**config.mk**
```make
export PLATFORM = sky130hd
export DESIGN_NAME = pcg_top
export DESIGN_NICKNAME = d
export VERILOG_FILES = /design/src/design/pcg_pkg.sv /design/src/design/pcg_top.sv
export VERILOG_INCLUDE_DIRS = /design/src /design/src/design
export SDC_FILE = /design/constraint.sdc
export NUM_CORES = 1
export LEC_CHECK = 0
export BUFFER_PORTS_ARGS = -buffer_cell sky130_fd_sc_hd__buf_2
export CORE_AREA = 10 10 108 120
export CTS_CLUSTER_SIZE = 16
export DETAILED_ROUTE_END_ITERATION = 7
export DIE_AREA = 0 0 118 130
export GPL_ROUTABILITY_DRIVEN = 0
export GPL_TIMING_DRIVEN = 0
export PLACE_DENSITY = 0.65
export SLEW_MARGIN = 40
export SYNTH_ARGS = -nofsm -noshare
export SYNTH_HDL_FRONTEND = slang
export SYNTH_SLANG_ARGS = --single-unit
```
**constraint.sdc**
```tcl
create_clock -name i_clk -period 3 [get_ports i_clk]
set_input_delay 0.45 -clock i_clk [delete_from_list [all_inputs] [get_ports i_clk]]
set_output_delay 0.45 -clock i_clk [all_outputs]
set_load 0.01 [all_outputs]
```
**src/design/pcg_regs.svh**
```systemverilog
`ifndef PCG_REGS_SVH
`define PCG_REGS_SVH

// register offsets, byte addresses
`define PCG_OFS_RUN0 12'h100
`define PCG_OFS_RUN1 12'h104
`define PCG_OFS_SLP0 12'h110
`define PCG_OFS_SLP1 12'h114
`define PCG_OFS_DSL0 12'h120
`define PCG_OFS_DSL1 12'h124
`define PCG_OFS_CTRL 12'h130
`define PCG_OFS_ACT0 12'h138
`define PCG_OFS_ACT1 12'h13C
`define PCG_OFS_STAT 12'h140
`define PCG_OFS_MASK 12'h144

// group 0 gate positions
`define PCG_G0_CANBUS 24
`define PCG_G0_PWM 20
`define PCG_G0_ADC0 16
`define PCG_G0_HIBER 6
`define PCG_G0_WDOG 3

// group 1 gate positions
`define PCG_G1_TMR2 18
`define PCG_G1_TMR1 17
`define PCG_G1_TMR0 16
`define PCG_G1_TWI0 12
`define PCG_G1_SYNC0 4
`define PCG_G1_ASY0 0

// writable bits and reset values
`define PCG_G0_MASK ((32'h00000001 << `PCG_G0_CANBUS) | (32'h00000001 << `PCG_G0_PWM) | \
   (32'h00000001 << `PCG_G0_ADC0) | (32'h00000001 << `PCG_G0_HIBER) | \
   (32'h00000001 << `PCG_G0_WDOG))
`define PCG_G1_MASK ((32'h00000001 << `PCG_G1_TMR2) | (32'h00000001 << `PCG_G1_TMR1) | \
   (32'h00000001 << `PCG_G1_TMR0) | (32'h00000001 << `PCG_G1_TWI0) | \
   (32'h00000001 << `PCG_G1_SYNC0) | (32'h00000001 << `PCG_G1_ASY0))
`define PCG_G0_RST (32'h00000001 << `PCG_G0_HIBER)
`define PCG_G1_RST 32'h00000000

// control and interrupt fields
`define PCG_CTRL_AUTO 0
`define PCG_STAT_FAULT 0
`define PCG_STAT_MODE 1

`endif

```
**src/design/pcg_pkg.sv**
```systemverilog
package pcg_pkg;

   typedef enum logic [2:0] {
      pcg_mode_run = 3'b001,
      pcg_mode_sleep = 3'b010,
      pcg_mode_deep = 3'b100
   } pcg_mode_type;

   typedef struct packed {
      logic wr;
      logic rd;
      logic [11:0] addr;
      logic [31:0] wdata;
   } pcg_bus_type;

   typedef struct packed {
      logic valid;
      logic grp;
      logic [4:0] idx;
   } pcg_acc_type;

   typedef struct packed {
      logic [31:0] run0;
      logic [31:0] slp0;
      logic [31:0] dsl0;
      logic [31:0] run1;
      logic [31:0] slp1;
      logic [31:0] dsl1;
      logic auto_gate;
      pcg_mode_type mode;
      logic [1:0] stat;
      logic [1:0] mask;
      logic [31:0] en0;
      logic [31:0] en1;
      logic [31:0] rdata;
   } pcg_state_type;

endpackage

```
**src/design/pcg_top.sv**
```systemverilog
// Summary of operation
// - gate bit one clocks peripheral, zero stops it
// - access to unclocked peripheral answers bus fault
// - gate bits reset to zero unless noted
// - run, sleep, deep-sleep register per group
// - sleep registers only act with auto gating
// - group0 bit 6 hibernation, resets one in run, sleep and deep-sleep
// - group0 deep-sleep bit 3 watchdog gate
// - group0 bits 24, 20, 16 gate three units
// - group0 deep-sleep reserved bits read zero
// - group1 bit 4 gates sync serial unit
// - group1 bit 0 gates async serial unit
// - group1 bit 12 gates two-wire unit
// - group1 resets zero, reserved bits read zero
// - group1 run 0x104, sleep 0x114
//
// Strobed register access was chosen for this implementation.
`timescale 1ns/10ps
`include "pcg_regs.svh"

module pcg_top
   import pcg_pkg::*;
(
   input wire logic i_clk,
   input wire logic i_rst_n,
   input wire pcg_bus_type i_bus,
   input wire logic i_sleep,
   input wire logic i_deep_sleep,
   input wire pcg_acc_type i_acc,
   output logic [31:0] o_rdata,
   output logic [31:0] o_clk_en_g0,
   output logic [31:0] o_clk_en_g1,
   output logic o_bus_fault,
   output logic o_irq
);

   pcg_state_type st_reg;
   pcg_state_type st_next;
   logic ev_fault;
   logic ev_mode;
   logic acc_on;

   // picks the gate word that governs the current power mode
   function automatic logic [31:0] gate_sel(
      input pcg_mode_type m,
      input logic auto_on,
      input logic [31:0] r,
      input logic [31:0] s,
      input logic [31:0] d
   );
      logic [31:0] g;
      g = r;
      if (auto_on) begin
         case (m)
            pcg_mode_run: g = r;
            pcg_mode_sleep: g = s;
            pcg_mode_deep: g = d;
            default: g = r;
         endcase
      end
      return g;
   endfunction

   // keeps only implemented gate bits, reserved read zero
   function automatic logic [31:0] keep_bits(
      input logic [31:0] wd,
      input logic [31:0] msk
   );
      return wd & msk;
   endfunction

   // access check against the gates now delivered
   always_comb begin
      acc_on = i_acc.grp ? st_reg.en1[i_acc.idx] : st_reg.en0[i_acc.idx];
      o_bus_fault = i_acc.valid && !acc_on;
   end

   always_comb begin
      st_next = st_reg;
      st_next.rdata = 32'h00000000;
      ev_fault = o_bus_fault;
      ev_mode = 1'b0;
      if (i_bus.wr) begin
         case (i_bus.addr)
            `PCG_OFS_RUN0: st_next.run0 = keep_bits(i_bus.wdata, `PCG_G0_MASK);
            `PCG_OFS_SLP0: st_next.slp0 = keep_bits(i_bus.wdata, `PCG_G0_MASK);
            // can, pwm, converter, hibernation, watchdog
            `PCG_OFS_DSL0: begin
               st_next.dsl0 = keep_bits(i_bus.wdata, `PCG_G0_MASK);
            end
            // timers, two-wire, sync and async serial
            `PCG_OFS_RUN1: begin
               st_next.run1 = keep_bits(i_bus.wdata, `PCG_G1_MASK);
            end
            `PCG_OFS_SLP1: begin
               st_next.slp1 = keep_bits(i_bus.wdata, `PCG_G1_MASK);
            end
            `PCG_OFS_DSL1: st_next.dsl1 = keep_bits(i_bus.wdata, `PCG_G1_MASK);
            `PCG_OFS_CTRL: st_next.auto_gate = i_bus.wdata[`PCG_CTRL_AUTO];
            `PCG_OFS_STAT: begin
               st_next.stat = st_reg.stat & ~i_bus.wdata[`PCG_STAT_MODE:`PCG_STAT_FAULT];
            end
            `PCG_OFS_MASK: st_next.mask = i_bus.wdata[`PCG_STAT_MODE:`PCG_STAT_FAULT];
            default: ;
         endcase
      end
      if (i_bus.rd) begin
         case (i_bus.addr)
            `PCG_OFS_RUN0: st_next.rdata = st_reg.run0;
            `PCG_OFS_RUN1: st_next.rdata = st_reg.run1;
            `PCG_OFS_SLP0: st_next.rdata = st_reg.slp0;
            `PCG_OFS_SLP1: st_next.rdata = st_reg.slp1;
            `PCG_OFS_DSL0: st_next.rdata = st_reg.dsl0;
            `PCG_OFS_DSL1: st_next.rdata = st_reg.dsl1;
            `PCG_OFS_CTRL: st_next.rdata = {31'h00000000, st_reg.auto_gate};
            `PCG_OFS_ACT0: st_next.rdata = st_reg.en0;
            `PCG_OFS_ACT1: st_next.rdata = st_reg.en1;
            `PCG_OFS_STAT: st_next.rdata = {30'h00000000, st_reg.stat};
            `PCG_OFS_MASK: st_next.rdata = {30'h00000000, st_reg.mask};
            default: st_next.rdata = 32'h00000000;
         endcase
      end
      // deep sleep outranks sleep
      if (i_deep_sleep) begin
         st_next.mode = pcg_mode_deep;
      end else if (i_sleep) begin
         st_next.mode = pcg_mode_sleep;
      end else begin
         st_next.mode = pcg_mode_run;
      end
      ev_mode = st_next.mode != st_reg.mode;
      // a new event beats a clear in the same cycle
      st_next.stat = st_next.stat | {ev_mode, ev_fault};
      st_next.en0 = gate_sel(st_reg.mode, st_reg.auto_gate, st_reg.run0, st_reg.slp0,
         st_reg.dsl0);
      st_next.en1 = gate_sel(st_reg.mode, st_reg.auto_gate, st_reg.run1, st_reg.slp1,
         st_reg.dsl1);
   end

   always_ff @(posedge i_clk or negedge i_rst_n) begin
      if (!i_rst_n) begin
         st_reg.run0 <= `PCG_G0_RST;
         st_reg.slp0 <= `PCG_G0_RST;
         st_reg.dsl0 <= `PCG_G0_RST;
         st_reg.run1 <= `PCG_G1_RST;
         st_reg.slp1 <= `PCG_G1_RST;
         st_reg.dsl1 <= `PCG_G1_RST;
         st_reg.auto_gate <= 1'b0;
         st_reg.mode <= pcg_mode_run;
         st_reg.stat <= 2'h0;
         st_reg.mask <= 2'h0;
         st_reg.en0 <= `PCG_G0_RST;
         st_reg.en1 <= `PCG_G1_RST;
         st_reg.rdata <= 32'h00000000;
      end else begin
         st_reg <= st_next;
      end
   end

   assign o_rdata = st_reg.rdata;
   assign o_clk_en_g0 = st_reg.en0;
   assign o_clk_en_g1 = st_reg.en1;
   assign o_irq = |(st_reg.stat & st_reg.mask);

   // checks

   logic seen_reg;

   always_ff @(posedge i_clk or negedge i_rst_n) begin
      if (!i_rst_n) begin
         seen_reg <= 1'b0;
      end else begin
         seen_reg <= 1'b1;
      end
   end
endmodule

```
-- Word level (Yosys, flattened, before mapping)
Cells that the tools add are included.
- flip-flop bits (word level): 137
- bits of input ports: 57
- output and inout port bits: 98
- word-level logic and storage cells: 59
- magnitude comparators: 1
- eq/ne operators: 14
- muxes and demuxes: 16
- bitwise gates (word level): 4
- reductions and logical operators: 11
- operators with widths (cell ; count):
    case mux 32 bit (11 select lines) ; 1
    equality test 12 x 9 -> 1 bit, second input constant ; 11
    case mux 25 bit (2 select lines) ; 1
    case mux 19 bit (2 select lines) ; 1
    2-to-1 mux 32 bit ; 1
    2-to-1 mux 25 bit ; 1
    2-to-1 mux 19 bit ; 1
    AND reduction 2 bit ; 8
    binary-select mux 1 bit (select 5 bit) ; 2
    less-than comparator 5 x 6 -> 1 bit, second input constant ; 1
    2-to-1 mux 2 bit ; 3
    AND 2 bit ; 2
    2-to-1 mux 4 bit ; 1
    equality test 3 x 2 -> 1 bit, second input constant ; 1
    equality test 3 bit, second input constant ; 1
    2-to-1 mux 1 bit ; 3
    2-to-1 mux 3 bit ; 1
    != test 3 bit ; 1
    NOT 2 bit ; 1
    OR 2 bit ; 1
    OR reduction 2 bit ; 1
    logical AND 1 bit ; 1
    logical NOT 1 bit ; 1

-- Longest topological paths before layout
- word-level depth: 6
- depth in mapped cells: 7

-- Worst setup path before layout
Ideal clock, no wire load.
- path kind: input to output
- start point: in i_acc[2] in the netlist's numbering
- end point: out o_bus_fault
- arrival time: 1.485 ns
- data required time: 2.550 ns
- slack: 1.065 ns
- cell stages on the path: 5
- cell sequence: clkbuf_1 > nand2b_1 > a2111oi_0 > a32oi_1 > o221a_2
- longest elaborated chain between the ends: 5
- RTL lines (item ; line ; source):
    from (decl) ; pcg_top.sv:29 ; input wire pcg_acc_type i_acc,
    binary-select mux 1 bit (select 5 bit) ; pcg_top.sv:74 ; acc_on = i_acc.grp ? st_reg.en1[i_acc.idx] : st_reg.en0[i_acc.idx];
    2-to-1 mux 1 bit (implied by the code) ; pcg_top.sv:74 ;
    2-to-1 mux 1 bit (*) ; pcg_top.sv:74 ;
    logical NOT 1 bit (*) ; pcg_top.sv:75 ; o_bus_fault = i_acc.valid && !acc_on;
    logical AND 1 bit (*) ; pcg_top.sv:75 ;
    to (decl) ; pcg_top.sv:33 ; output logic o_bus_fault,
Every way passes the cells marked *; elsewhere a longest branch is shown, timed or not. The select of a mux whose other input is x is not followed.

-- Worst setup path in the final report
Ends and elaborated chain as after synthesis.

==> flow_metrics.py <==
metrics = {
    "status": {
        "status": "complete, no violations",
    },
    "yosys": {
        "synthTopCellsByArea": "dfrtp_1, buf_4, mux2_2",
        "synth_compound_gate_area_share_pct": 11.8,
        "syn_area_sq_um": 3910,
        "synth_top_cell_by_area": "dfrtp_1",
        "yosys-top-cells-count": "buf_4, dfrtp_1, mux2_2",
        "synthFlopType": "dfrtp_1",
        "ys_warn_count": 0,
        "synth_fa_ha_area_share_pct": 0,
        "synth-xor-area-share_pct": 0,
        "synth_mux_area_share_pct": 13.8,
        "synth_most_common_cell": "buf_4",
        "synth_edf_count": 0,
        "synth_top_area_share_pct": 37.1,
        "synth-simple-area-share_pct": 13.3,
        "postSynthCellCount": 365,
        "synth_cell_types": 41,
        "synth_top_family_by_area": "buffers and inverters",
        "ys_seq_area_share_pct": 40.5,
        "ys_async_sr_fraction_pct": 100,
        "synth_seq_cells": 63,
        "synth_area_per_cell_sq_um": 10.7,
    },
    "critical_path": {
        "critPathKind": "in2out",
        "cp.required_ps": 2550,
        "path_delay_family": "compound AO/OA/AOI/OAI gates",
        "crit_fanout": 9,
        "critPathCaptureType": "output pin",
        "critPathSlowestCell": "a2111oi_0",
        "crit_buf_inv": 2,
        "cp_slowest_stage_delay_ps": 610,
        "arrival_ps": 1990,
        "worstPathCellList": "clkbuf_1, nand2b_1, a2111oi_0, a32oi_1, o221a_2, buf_2",
        "startpoint_type": "input pin",
    },
    "grt": {
        "globalRouteOverflowTotal": 0,
        "grt_usage_pct": 13.0,
        "antenna_found_initial": 1,
        "grt_pass1_wl_microns": 15700,
        "grt_start_max_net_pins": 64,
        "grt_pass1_vias": 3000,
    },
    "cts": {
        "cts_buffer_depth": 2,
        "cts_tree": "built",
        "hold_buffers": 0,
        "clk_pin_slew_worst_paths_ps": 50,
        "post_cts_buffers": 0,
        "clkSinkCount": 63,
        "cts_root_buf": "clkbuf_16",
        "htreeDepth": 3,
        "numCtsBuffers": 9,
        "insertion_delay_ps": 340,
        "cts_resized": 0,
    },
    "final_layout": {
        "area_growth_pct": 26.8,
        "stdcell_count": 658,
        "fillers": 1024,
        "post-route-util_pct": 46.7,
        "fin_nets": 563,
        "antenna_cells": 0,
        "drive_gt1_share_pct": 45.4,
        "largest_register_ffs": 41,
    },
    "route": {
        "drt-initial-drc-count": 209,
        "firstDrtPassIters": 4,
        "vias_per_cell": 4.45,
        "wire_per_inst_microns": 15.2,
        "drtAntennaViolNets": 0,
        "route.detailed.drc": 0,
        "num_vias": 2928,
        "drt-total-wl_microns": 9970,
    },
    "placement": {
        "hpwl_microns": 7920,
        "dp_cells": 642,
        "io_buffers": 57,
    },
    "timing": {
        "hold_viol_final": 0,
        "tns_ps": 0,
        "final.setup_skew_ps": 5.01,
        "max_slew_margin_pct": 57.6,
        "whs_ps": 92.7,
        "rsz0062_at_grt": "false",
        "timing.fmax_mhz": 411,
        "worst_pin_slew_ps": 620,
        "setup_violations": 0,
        "slew_violations": 0,
        "fin_crit_sh_pct": 81.2,
        "post-route-min-period_ps": 2440,
    },
    "floorplanning": {
        "start_util_pct": 36.8,
        "die_h_microns": 130,
        "fp-row-count": 40,
        "die_width_microns": 118,
        "core_sq_um": 10600,
        "die_area_sq_um": 15300,
        "pin_count": 155,
    },
    "min_path": {
        "worst_hold_path_type": "in2async",
    },
    "flow_run": {
        "max_cap_viol_count": 0,
    },
    "power_and_ir_drop": {
        "ir_worst_vdd_uv": 284,
        "p_leak_nw": 2.59,
        "power_density_nw_per_um2": 430,
    },
}
==> layer usage <==
layer	global-route usage (%)	vias up	part of all wire [%]
met5	0	-	0
li1	-	1412	-
met3	5.40	24	8.6
met1	13.9	1351	38
met2	21.7	141	51
met4	7.35	0	3.2
==> final timing paths <==
path                              endpoint   startpoint  slack [ps]  depth (start not counted)
max                            o_bus_fault     i_acc[2]         560                          6
min                            st_reg[256]      i_rst_n          90                          1
max reg2reg                 o_clk_en_g1[0]  st_reg[101]        1180                          4
min reg2reg                o_clk_en_g0[20]  st_reg[284]         530                          1
max in group asynchronous       o_rdata[0]      i_rst_n        2520                          1
min in group i_clk             st_reg[100]      i_sleep         280                          2
==> worst reg2reg max path: stages (launching register included) <==
cell and delay, ps:
dfrtp_1 380, nor3b_1 470, o21ai_0 220, clkbuf_1 310, a22o_1 320
==> power breakdown <==
part           total (mW)  switching, mW  leakage (nW)  internal, mW
Sequential          0.861        0.00391         0.848         0.857
Combinational       0.245          0.141          1.59         0.105
Clock                1.03          0.367         0.144         0.659
Total                2.13          0.511          2.59          1.62
==> layout by cell type (no fill, tap or decap), types with 5 or more instances in the layout <==
cell type | Yosys | routed
a21oi_1 | 6 | 6
buf_4 | 96 | 96
a22o_1 | 23 | 23
mux2i_1 | 11 | 11
buf_2 | 6 | 62
nand2_1 | 18 | 18
conb_1 | 1 | 74
nor3_1 | 7 | 7
inv_1 | 6 | 6
nor2_1 | 18 | 18
clkbuf_1 | 6 | 6
mux2_2 | 37 | 37
dfrtp_1 | 58 | 58
o21ai_0 | 12 | 12
dfstp_2 | 5 | 5
a22oi_1 | 10 | 10
clkbuf_16 | 0 | 9
==> metrics by stage <==
stage | cell area [sq um] | worst slack, ps | power (mW)
CTS | 4950 | 626 | 2.14
floorplan | 4180 | 1070 | 1.04
global route | 4960 | 458 | 2.21
global placement | 4650 | 778 | 1.11
finish | 4960 | 565 | 2.13
detailed placement | 4650 | 700 | 1.11
==> final cells by class <==
cell class              instances  area (sq um)  area share, %
plain buffers                 108           773           15.6
flip-flops and latches         63          1580           31.9
well taps                     147           184           3.71
multi-input cells             260          1800           36.3
clock inverters                 6          60.1           1.21
clock buffers                  10           239           4.82
repair buffers                 57           292           5.88
inverters                       7          26.3          0.530
==> cell families after synthesis <==
| family | after synthesis |
|---|---|
| AOI/OAI and AO/OA | 62 |
| DFF | 63 |
| other | 1 |
| and+or+nand+nor | 75 |
| muxes | 49 |
| buffers and inverters | 115 |
Power figures use the tool's default switching activity.
